===== config.mk =====
export PLATFORM = sky130hd
export DESIGN_NAME = hrd_top
export DESIGN_NICKNAME = d
export VERILOG_FILES = /design/src/hdl/hrd_ms_tick.v /design/src/hdl/hrd_slot_mem.v /design/src/hdl/hrd_top.v
export VERILOG_INCLUDE_DIRS = /design/src /design/src/hdl
export SDC_FILE = /design/constraint.sdc
export NUM_CORES = 1
export LEC_CHECK = 0
export BUFFER_PORTS_ARGS = -buffer_cell sky130_fd_sc_hd__buf_4
export CAP_MARGIN = 20
export CORE_MARGIN = 5
export CORE_UTILIZATION = 39
export CTS_CLUSTER_SIZE = 16
export DETAILED_ROUTE_END_ITERATION = 6
export HOLD_SLACK_MARGIN = 0.1
export SYNTH_ARGS = -nofsm -noshare
export SYNTH_HDL_FRONTEND = slang
export SYNTH_SLANG_ARGS = --single-unit

===== constraint.sdc =====
create_clock -name core_clk_i -period 3.5 [get_ports core_clk_i]
set_clock_uncertainty 0.15 [all_clocks]
set_input_delay 0.875 -clock core_clk_i [delete_from_list [all_inputs] [get_ports core_clk_i]]
set_output_delay 0.875 -clock core_clk_i [all_outputs]
set_load 0.01 [all_outputs]

===== src/hdl/hrd_consts.vh =====
// constants for the run-time reconfiguration and slot diagnostics block
`ifndef HRD_CONSTS_VH
`define HRD_CONSTS_VH

// register byte offsets (word aligned)
`define HRD_ADDR_W         8
`define HRD_REG_CTRL       8'h00
`define HRD_REG_PARAM      8'h04
`define HRD_REG_STATUS     8'h08
`define HRD_REG_IRQ_STAT   8'h0C
`define HRD_REG_IRQ_MASK   8'h10
`define HRD_REG_SVC_ADDR   8'h14
`define HRD_REG_CFG_ACT    8'h18
`define HRD_REG_CFG_PEND   8'h1C
`define HRD_REG_SETTINGS   8'h20
`define HRD_REG_DIAG_BASE  8'h40
`define HRD_REG_SLOT_BASE  8'h80

// reconfig parameter byte fields
`define HRD_DELAY_LSB      0
`define HRD_DELAY_MSB      5
`define HRD_DELAY_EN_BIT   7
`define HRD_PARAM_RST      8'h00

// ctrl register fields
`define HRD_CTRL_RED_LSB   0
`define HRD_CTRL_RED_MSB   1
`define HRD_CTRL_DUAL_BIT  2
`define HRD_CTRL_RST       32'h0000_0000

// redundancy modes
`define HRD_RED_NONE       2'h0
`define HRD_RED_APPL       2'h1
`define HRD_RED_LINE       2'h2

// slot status codes
`define HRD_SLOT_INVALID   2'h0
`define HRD_SLOT_FAULT     2'h1
`define HRD_SLOT_WRONG     2'h2
`define HRD_SLOT_MISSING   2'h3

// diagnostics geometry
`define HRD_SLOTS          48
`define HRD_DIAG_BYTES     12
`define HRD_DIAG_FIRST_BIT 48
`define HRD_DIAG_LAST_BIT  143

// service bus offset for the redundant unit
`define HRD_SVC_RED_OFS    8'h80

// default settings word: scaling 0, 50 Hz, individual status, outputs w/o status,
// hart on with scanning, no supply monitor, no redundancy, watchdog off, clear supp off
`define HRD_SETTINGS_RST   32'h0000_0050

// timing
`define HRD_CLK_HZ         10000000
`define HRD_TICK_MS        1
`define HRD_STEP_MS        100
`define HRD_MAX_DELAY_MS   6300

// interrupt bits
`define HRD_IRQ_APPLIED    0
`define HRD_IRQ_FREEZE_END 1
`define HRD_IRQ_RED_COPY   2
`define HRD_IRQ_CFG_KEPT   3
`define HRD_IRQ_W          4

`endif


===== src/hdl/hrd_ms_tick.v =====
// millisecond time base derived from the core clock
`include "hrd_consts.vh"

module hrd_ms_tick #(
   parameter CYCLES_PER_MS = (`HRD_CLK_HZ / 1000) * `HRD_TICK_MS
)(
   input  wire core_clk_i,
   input  wire rst_i,
   output reg  tick_o
);

   reg [15:0] cnt_r;

   always @(posedge core_clk_i)
   begin
      if (rst_i)
      begin
         cnt_r  <= 16'h0000;
         tick_o <= 1'b0;
      end
      else if (cnt_r == CYCLES_PER_MS[15:0] - 16'h0001)
      begin
         cnt_r  <= 16'h0000;
         tick_o <= 1'b1;
      end
      else
      begin
         cnt_r  <= cnt_r + 16'h0001;
         tick_o <= 1'b0;
      end
   end

endmodule // hrd_ms_tick


===== src/hdl/hrd_slot_mem.v =====
// slot status store, 48 words of 2 bits, registered read
`include "hrd_consts.vh"

module hrd_slot_mem (
   input  wire       core_clk_i,
   input  wire       we_i,
   input  wire [5:0] waddr_i,
   input  wire [1:0] wdata_i,
   input  wire [5:0] raddr_i,
   output reg  [1:0] rdata_o
);

   reg [1:0] mem_r [0:`HRD_SLOTS-1];

   always @(posedge core_clk_i)
   begin
      if (we_i)
         mem_r[waddr_i] <= wdata_i;
      rdata_o <= mem_r[raddr_i];
   end

endmodule // hrd_slot_mem


===== src/hdl/hrd_top.v =====
// run-time reconfiguration, redundancy settings and slot diagnostics
// Notes on behaviour
// - delay setting is bits 0..5, times 100 ms, up to 6300 ms; bit 6 unused
// - bit 7 of the parameter byte enables the freeze delay
// - outputs stay frozen at old values while the delay runs
// - without the dual scheme, new settings take effect as soon as transferred
// - dual scheme: matching master config activates pending one, drops old
// - dual scheme: mismatched restart keeps old configuration active
// - application redundancy: no settings passed, own bus addresses
// - line redundancy: settings copied once partner connected and powered
// - line redundancy: both units share one fieldbus address
// - redundant service address is primary base address plus 128
// - extended diagnostics add 12 bytes, 2 bits for each of 48 slots
// - slot field spans bit 48 (slot 1) to bit 143 (slot 48)
// - codes: 00 invalid, 01 fault, 10 wrong module, 11 missing
// - default settings as documented preferred values
`include "hrd_consts.vh"

module hrd_top (
   input  wire        core_clk_i,
   input  wire        rst_i,
   // avalon-mm slave
   input  wire [7:0]  avs_address_i,
   input  wire        avs_read_i,
   input  wire        avs_write_i,
   input  wire [31:0] avs_writedata_i,
   input  wire [3:0]  avs_byteenable_i,
   output reg  [31:0] avs_readdata_o,
   output wire        avs_waitrequest_o,
   output wire        irq_o,
   // configuration transfer from the fieldbus side
   input  wire        cfg_load_i,
   input  wire [31:0] cfg_data_i,
   input  wire        bus_start_i,
   input  wire [31:0] bus_cfg_i,
   // process outputs
   input  wire [31:0] out_data_i,
   output reg  [31:0] out_data_o,
   output wire        outputs_frozen_o,
   // redundancy partner
   input  wire        partner_present_i,
   input  wire        partner_powered_i,
   input  wire [6:0]  own_bus_addr_i,
   input  wire [7:0]  svc_base_addr_i,
   input  wire        is_redundant_i,
   output reg         settings_copy_o,
   output reg  [31:0] settings_tx_o,
   output wire [6:0]  bus_addr_o,
   output wire [7:0]  svc_addr_o,
   // slot status updates
   input  wire        slot_we_i,
   input  wire [5:0]  slot_idx_i,
   input  wire [1:0]  slot_code_i,
   // extended diagnostic byte read port
   input  wire [3:0]  diag_byte_idx_i,
   output reg  [7:0]  diag_byte_o
);

   localparam [31:0] STEP_LAST = `HRD_STEP_MS - 1;

   localparam [1:0] ST_IDLE   = 2'h0;
   localparam [1:0] ST_FREEZE = 2'h1;

   function [1:0] slot_of_byte;
      input [7:0] b;
      input [1:0] k;
      begin
         slot_of_byte = b[{k, 1'b0} +: 2];
      end
   endfunction

   reg  [31:0] ctrl_r;
   reg  [7:0]  param_r;
   reg  [31:0] settings_r;
   reg  [31:0] cfg_act_r;
   reg  [31:0] cfg_pend_r;
   reg         pend_valid_r;
   reg  [`HRD_IRQ_W-1:0] irq_stat_r;
   reg  [`HRD_IRQ_W-1:0] irq_mask_r;
   reg  [1:0]  state_r;
   reg  [5:0]  steps_r;
   reg  [6:0]  ms_cnt_r;
   reg  [1:0]  slot_sh_r [0:`HRD_SLOTS-1];
   reg         partner_up_r;
   reg  [1:0]  rd_stage_r;
   wire        tick;
   wire [1:0]  mem_rdata;
   wire [`HRD_IRQ_W-1:0] irq_ev;
   wire [1:0]  red_mode = ctrl_r[`HRD_CTRL_RED_MSB:`HRD_CTRL_RED_LSB];
   wire        dual     = ctrl_r[`HRD_CTRL_DUAL_BIT];
   wire        wr       = avs_write_i;
   wire        freeze_start;
   wire        freeze_done;
   wire        partner_up = partner_present_i & partner_powered_i;
   wire        rd_pend_r  = rd_stage_r[0];
   wire        slot_rd    = (avs_address_i >= `HRD_REG_SLOT_BASE);
   integer     i;
   integer     j;

   hrd_ms_tick u_tick (
      .core_clk_i (core_clk_i),
      .rst_i      (rst_i),
      .tick_o     (tick)
   );

   hrd_slot_mem u_mem (
      .core_clk_i (core_clk_i),
      .we_i       (slot_we_i),
      .waddr_i    (slot_idx_i),
      .wdata_i    (slot_code_i),
      .raddr_i    (avs_address_i[7:2] - 6'h20),
      .rdata_o    (mem_rdata)
   );

   ////////////////////////////////////////////////////////////////////////////////
   // configuration apply and freeze delay

   wire apply_direct = cfg_load_i & ~dual;
   wire dual_match   = bus_start_i & dual & pend_valid_r & (bus_cfg_i == cfg_pend_r);
   wire dual_keep    = bus_start_i & dual & pend_valid_r & (bus_cfg_i != cfg_pend_r);
   wire applied      = apply_direct | dual_match;

   assign freeze_start = applied & param_r[`HRD_DELAY_EN_BIT]
                         & (param_r[`HRD_DELAY_MSB:`HRD_DELAY_LSB] != 6'h00);
   assign freeze_done  = (state_r == ST_FREEZE) & (steps_r == 6'h00);

   always @(posedge core_clk_i)
   begin
      if (rst_i)
      begin
         state_r      <= ST_IDLE;
         steps_r      <= 6'h00;
         ms_cnt_r     <= 7'h00;
         cfg_act_r    <= 32'h0000_0000;
         cfg_pend_r   <= 32'h0000_0000;
         pend_valid_r <= 1'b0;
      end
      else
      begin
         if (apply_direct)
            cfg_act_r <= cfg_data_i;
         else if (cfg_load_i)
         begin
            cfg_pend_r   <= cfg_data_i;
            pend_valid_r <= 1'b1;
         end
         else if (dual_match)
         begin
            cfg_act_r    <= cfg_pend_r;
            pend_valid_r <= 1'b0;
         end
         case (state_r)
            ST_IDLE:
            begin
               if (freeze_start)
               begin
                  state_r  <= ST_FREEZE;
                  steps_r  <= param_r[`HRD_DELAY_MSB:`HRD_DELAY_LSB];
                  ms_cnt_r <= 7'h00;
               end
            end
            ST_FREEZE:
            begin
               if (freeze_start)
               begin
                  steps_r  <= param_r[`HRD_DELAY_MSB:`HRD_DELAY_LSB];
                  ms_cnt_r <= 7'h00;
               end
               else if (steps_r == 6'h00)
                  state_r <= ST_IDLE;
               else if (tick)
               begin
                  if ({25'h0, ms_cnt_r} == STEP_LAST)
                  begin
                     ms_cnt_r <= 7'h00;
                     steps_r  <= steps_r - 6'h01;
                  end
                  else
                     ms_cnt_r <= ms_cnt_r + 7'h01;
               end
            end
            default:
               state_r <= ST_IDLE;
         endcase
      end
   end

   assign outputs_frozen_o = (state_r == ST_FREEZE);

   // hold outputs at old values while the delay runs
   always @(posedge core_clk_i)
   begin
      if (rst_i)
         out_data_o <= 32'h0000_0000;
      else if (!outputs_frozen_o && !freeze_start)
         out_data_o <= out_data_i;
   end

   ////////////////////////////////////////////////////////////////////////////////
   // redundancy

   assign bus_addr_o = own_bus_addr_i;
   assign svc_addr_o = is_redundant_i ? (svc_base_addr_i + `HRD_SVC_RED_OFS)
                                      : svc_base_addr_i;

   always @(posedge core_clk_i)
   begin
      if (rst_i)
      begin
         partner_up_r    <= 1'b0;
         settings_copy_o <= 1'b0;
         settings_tx_o   <= 32'h0000_0000;
      end
      else
      begin
         partner_up_r    <= partner_up;
         // copy on connect and on every settings change while line redundant
         settings_copy_o <= (red_mode == `HRD_RED_LINE) & partner_up & ~is_redundant_i
                            & ((~partner_up_r) | applied | (wr && avs_address_i ==
                               `HRD_REG_SETTINGS));
         settings_tx_o   <= (red_mode == `HRD_RED_LINE) ? settings_r : 32'h0000_0000;
      end
   end

   ////////////////////////////////////////////////////////////////////////////////
   // extended diagnostics

   always @(posedge core_clk_i)
   begin
      if (slot_we_i)
         slot_sh_r[slot_idx_i] <= slot_code_i;
   end

   always @(posedge core_clk_i)
   begin
      if (rst_i)
         diag_byte_o <= 8'h00;
      else
         // byte k carries slots 4k+1..4k+4, i.e. field bits 48+8k..55+8k
         for (i = 0; i < 4; i = i + 1)
            diag_byte_o[2*i +: 2] <= slot_sh_r[{diag_byte_idx_i, 2'b00} + i];
   end

   ////////////////////////////////////////////////////////////////////////////////
   // register bus and interrupts

   assign irq_ev = {dual_keep, partner_up & ~partner_up_r, freeze_done, applied};

   always @(posedge core_clk_i)
   begin
      if (rst_i)
      begin
         ctrl_r     <= `HRD_CTRL_RST;
         param_r    <= `HRD_PARAM_RST;
         settings_r <= `HRD_SETTINGS_RST;
         irq_mask_r <= {`HRD_IRQ_W{1'b0}};
         irq_stat_r <= {`HRD_IRQ_W{1'b0}};
      end
      else
      begin
         if (wr && avs_address_i == `HRD_REG_CTRL && avs_byteenable_i[0])
            ctrl_r[2:0] <= avs_writedata_i[2:0];
         if (wr && avs_address_i == `HRD_REG_PARAM && avs_byteenable_i[0])
            param_r <= avs_writedata_i[7:0] & 8'hBF;
         if (wr && avs_address_i == `HRD_REG_IRQ_MASK && avs_byteenable_i[0])
            irq_mask_r <= avs_writedata_i[`HRD_IRQ_W-1:0];
         if (wr && avs_address_i == `HRD_REG_SETTINGS)
         begin
            for (j = 0; j < 4; j = j + 1)
               if (avs_byteenable_i[j])
                  settings_r[8*j +: 8] <= avs_writedata_i[8*j +: 8];
         end
         // set wins over write-one-to-clear
         if (wr && avs_address_i == `HRD_REG_IRQ_STAT && avs_byteenable_i[0])
            irq_stat_r <= (irq_stat_r & ~avs_writedata_i[`HRD_IRQ_W-1:0]) | irq_ev;
         else
            irq_stat_r <= irq_stat_r | irq_ev;
      end
   end

   assign irq_o = |(irq_stat_r & irq_mask_r);

   // reads wait one cycle; slot reads wait two, as the memory output is itself registered
   assign avs_waitrequest_o = avs_read_i & ~(slot_rd ? rd_stage_r[1] : rd_stage_r[0]);

   always @(posedge core_clk_i)
   begin
      if (rst_i)
         rd_stage_r <= 2'h0;
      else
         rd_stage_r <= {rd_stage_r[0], 1'b1} & {2{avs_read_i & avs_waitrequest_o}};
   end

   always @(posedge core_clk_i)
   begin
      if (rst_i)
         avs_readdata_o <= 32'h0000_0000;
      else if (avs_read_i && !rd_pend_r)
      begin
         if (slot_rd)
            avs_readdata_o <= 32'h0000_0000;
         else if (avs_address_i >= `HRD_REG_DIAG_BASE &&
                  avs_address_i < `HRD_REG_DIAG_BASE + 8'h30)
            avs_readdata_o <= {24'h000000,
                               slot_sh_r[{avs_address_i[5:2] - 4'h0, 2'b11}],
                               slot_sh_r[{avs_address_i[5:2] - 4'h0, 2'b10}],
                               slot_sh_r[{avs_address_i[5:2] - 4'h0, 2'b01}],
                               slot_sh_r[{avs_address_i[5:2] - 4'h0, 2'b00}]};
         else
            case (avs_address_i)
               `HRD_REG_CTRL:     avs_readdata_o <= ctrl_r;
               `HRD_REG_PARAM:    avs_readdata_o <= {24'h000000, param_r};
               `HRD_REG_STATUS:   avs_readdata_o <= {28'h0000000, pend_valid_r,
                                                     partner_up_r, outputs_frozen_o,
                                                     1'b0} | {26'h0, steps_r[5:0]} << 8;
               `HRD_REG_IRQ_STAT: avs_readdata_o <= {28'h0000000, irq_stat_r};
               `HRD_REG_IRQ_MASK: avs_readdata_o <= {28'h0000000, irq_mask_r};
               `HRD_REG_SVC_ADDR: avs_readdata_o <= {24'h000000, svc_addr_o};
               `HRD_REG_CFG_ACT:  avs_readdata_o <= cfg_act_r;
               `HRD_REG_CFG_PEND: avs_readdata_o <= cfg_pend_r;
               `HRD_REG_SETTINGS: avs_readdata_o <= settings_r;
               default:           avs_readdata_o <= 32'h0000_0000;
            endcase
      end
      else if (rd_pend_r && slot_rd)
         avs_readdata_o <= {30'h0, mem_rdata};
   end

endmodule // hrd_top


==> summary.md <==
| Metric | Value |
|---|---|
| Inst Count DP | `2297` |
| Initial antenna violation count | `2` |
| CP max FO | `20` |
| Setup CP Type | `input port to register` |
| P_int | `6968 uW` |
| Layout area overhead | `23.47%` |
| Synth top area cells | `dfxtp_1, edfxtp_1, mux4_2` |
| Unrepaired setup endpoints after global routing | `false` |
| Final Cycle Share | `79.15%` |
| Synth area leader | `dfxtp_1` |
| Hold_buf cts | `0` |
| Met1 WL | `21380 um` |
| Number of global-route vias before repair | `13040` |
| Slew headroom | `44.97%` |
| Sequential share of power | `47.3%` |
| Final min period | `2.770 ns` |
| GRT Util Overall | `21.99%` |
| WP data required | `3.83 ns` |
| IO buf count | `285` |
| Detail Route Antenna Nets | `0` |
| Worst-path clk slew | `0.06 ns` |
| Core Footprint | `41020 um2` |
| Post-CTS Repair Setup Buffers | `0` |
| H-tree depth | `2` |
| Resized cells post-CTS | `0` |
| Final nets | `1987` |
| Syn nets | `1754` |
| Vias per cell | `5.604` |
| Seq/Total Area, Yosys | `49.37%` |
| Flop2flop setup slack | `0.74 ns` |
| Hold Fails Final Rpt | `0` |
| Yosys reg bits | `352` |
| I/O pin cnt | `300` |
| Non-filler instance count after layout | `2366` |
| Root Driver | `clkbuf_16` |
| Mapped Area | `16220 um2` |
| Max Transition Viols Final | `0` |
| First-pass GRT wire length | `79840 um` |
| Layout cells sized above 1 | `25.80%` |
| Total gr overflow | `0` |
| Sw Pwr | `2113 uW` |
| Row count | `74` |
| Post-synth EDFFs | `96` |
| Yosys cell types | `60` |
| Reg2Reg Depth | `7` |
| Sw Ratio | `23.26%` |
| Max VDD drop | `0.0005166 V` |
| Clk pwr share | `44.5%` |
| Initial Util | `39.54%` |
| Setup TNS | `0 ns` |
| Hold Path Depth | `2` |
| Ys Warns | `0` |
| Starting DRT DRC Count | `1145` |
| Power Dens Cells | `453.5 nW/um2` |
| Worst-Skew Late Latency | `0.56 ns` |
| Met3 WL | `4384 um` |
| Max Buffers Root-to-Sink | `3` |
| Die W | `213.9 um` |
| TritonCTS buffer count | `39` |
| CTS tree | `built` |
| Syn Inst Count | `1573` |
| Largest net degree at the start of global routing | `127` |
| Max Freq | `361.0 MHz` |
| Max-cap violations | `0` |
| DRC | `0` |
| Placed wire-length estimate | `37930 um` |
| P_leak | `0.007631 uW` |
| WP data arrival | `3.10 ns` |
| Max layer used | `met4` |
| Die H | `213.9 um` |
| Synth async-reset ratio | `0%` |
| Pre-antenna DRT Iters | `6` |
| Routed wire length per instance | `22.11 um` |
| Total Die Area | `45770 um2` |
| Synth Flop Type | `dfxtp_1` |
| Met2 Wirelength | `25030 um` |
| RD Place Congestion | `0.8901` |
| Logic gate share of total power | `8.2%` |
| Yosys top cell area share | `31.60%` |
| Routed WL | `52320 um` |
| Status | `finished clean` |
| Clk sinks | `352` |
| Final setup viols | `0` |
| Startpoint Class | `input port` |
| Via count | `13260` |
| Worst hold path class | `register to register` |
| # fillers | `3750` |
| Syn avg cell area | `10.31 um2` |
| Worst setup EP type | `register` |
| Worst-margin pin slew | `0.8179 ns` |
[metal layers]
| metal | vias to the layer above | GRT usage, % |
|---|---|---|
| met3 | 86 | 5.083 |
| met4 | 0 | 6.828 |
| li1 | 6155 | - |
| met1 | 6474 | 29.35 |
| met2 | 545 | 35.85 |
| met5 | - | 0 |
[synthesized netlist by cell type (5+ instances only)]
| cell | instances |
|---|---|
| and2_1 | 36 |
| clkbuf_1 | 75 |
| a211oi_1 | 9 |
| nand3b_1 | 7 |
| buf_4 | 20 |
| nor3_1 | 9 |
| edfxtp_1 | 96 |
| nand3_1 | 25 |
| xnor2_1 | 5 |
| mux2i_1 | 93 |
| a21oi_1 | 171 |
| nand4_1 | 9 |
| nor2_1 | 194 |
| and4_1 | 5 |
| a22oi_1 | 36 |
| o21ai_0 | 52 |
| mux4_2 | 78 |
| or3_1 | 6 |
| nand2_1 | 199 |
| buf_2 | 21 |
| xor2_1 | 40 |
| and3_1 | 15 |
| nor4_1 | 11 |
| a222oi_1 | 11 |
| o311ai_0 | 6 |
| inv_1 | 12 |
| dfxtp_1 | 256 |
| nor2b_1 | 5 |
[stage by stage]
stage               total power (uW)  hold WS, ns  instance area (um2)  util (%)  worst slack [ns]
floorplan                       4746       0.2676                16220         -            0.6676
global placement                5117       0.2806                18770     45.76            0.2573
detailed placement              5128       0.2960                18770     45.76            0.2101
CTS                             9163       0.3050                20020     48.82            0.7781
global route                    9413       0.3243                20030     48.82            0.6814
finish                          9081       0.3026                20030     48.82            0.7297
[cells in the final DEF (no fill, tap or decap), types with 6 or more instances in the layout]
cell / count
a211oi_1: 9
a21oi_1: 171
a222oi_1: 11
a22oi_1: 36
and2_1: 36
and3_1: 15
buf_12: 7
buf_4: 308
clkbuf_16: 40
clkbuf_8: 6
dfxtp_1: 256
edfxtp_1: 96
inv_1: 12
mux2i_1: 92
mux4_2: 78
nand2_1: 199
nand3_1: 25
nand3b_1: 7
nand4_1: 9
nor2_1: 194
nor3_1: 9
nor4_1: 11
o21ai_0: 52
o311ai_0: 6
or3_1: 6
xor2_1: 40
[power groups by stage]
stage               Clock [uW]  Sequential, uW  Combinational [uW]
CTS                       4120            4290                 748
floorplan                    0            4380                 362
finish                    4040            4290                 743
global route              4310            4300                 803
detailed placement           0            4380                 746
global placement             0            4380                 736
[sequential cells by signal, summed over array words and instances, names as in the netlist, 2 cells and up]
register	flops
u_mem.mem_r	96
u_mem.rdata_o	2
avs_readdata_o	32
settings_tx_o	32
irq_mask_r	4
ms_cnt_r	7
rd_stage_r	2
cfg_act_r	32
param_r	7
ctrl_r	3
irq_stat_r	4
u_tick.cnt_r	16
cfg_pend_r	32
steps_r	6
diag_byte_o	8
settings_r	32
out_data_o	32
[path summary, 6_finish.rpt]
path                           from                end
setup / recovery      bus_cfg_i[21]        ms_cnt_r[6]
hold / removal    avs_readdata_o[3]  avs_readdata_o[3]
hold reg to reg   avs_readdata_o[3]  avs_readdata_o[3]
setup reg to reg     cfg_pend_r[21]        ms_cnt_r[6]
[kinds of logic after synthesis]
family / after synthesis / synth area share, %
flops: 352 / 49.37
compound gates: 316 / 11.65
buf+inv: 135 / 3.896
simple gates: 550 / 15.78
mux: 171 / 16.57
fa+ha+maj: 4 / 0.3086
xor+xnor: 45 / 2.430
[critical path: stages]
cell	delay, ns
buf_4	0.11
xor2_1	0.13
nor4_1	0.73
and4_1	0.47
a31oi_1	0.13
buf_4	0.23
a21oi_1	0.21
mux2i_1	0.20
[layout make-up]
type,count,area [um2],share of cell area [%]
Inverter,12,45.04,0.2249
Sequential cell,352,8008,39.99
Antenna cell,1,2.502,0.01250
Timing Repair Buffer,315,2452,12.25
Clock buffer,51,1102,5.505
Multi-Input combinational cell,1086,7600,37.95
Tap cell,532,665.6,3.324
Clock inverter,17,150.1,0.7498
(Power assumes the default switching activity.)
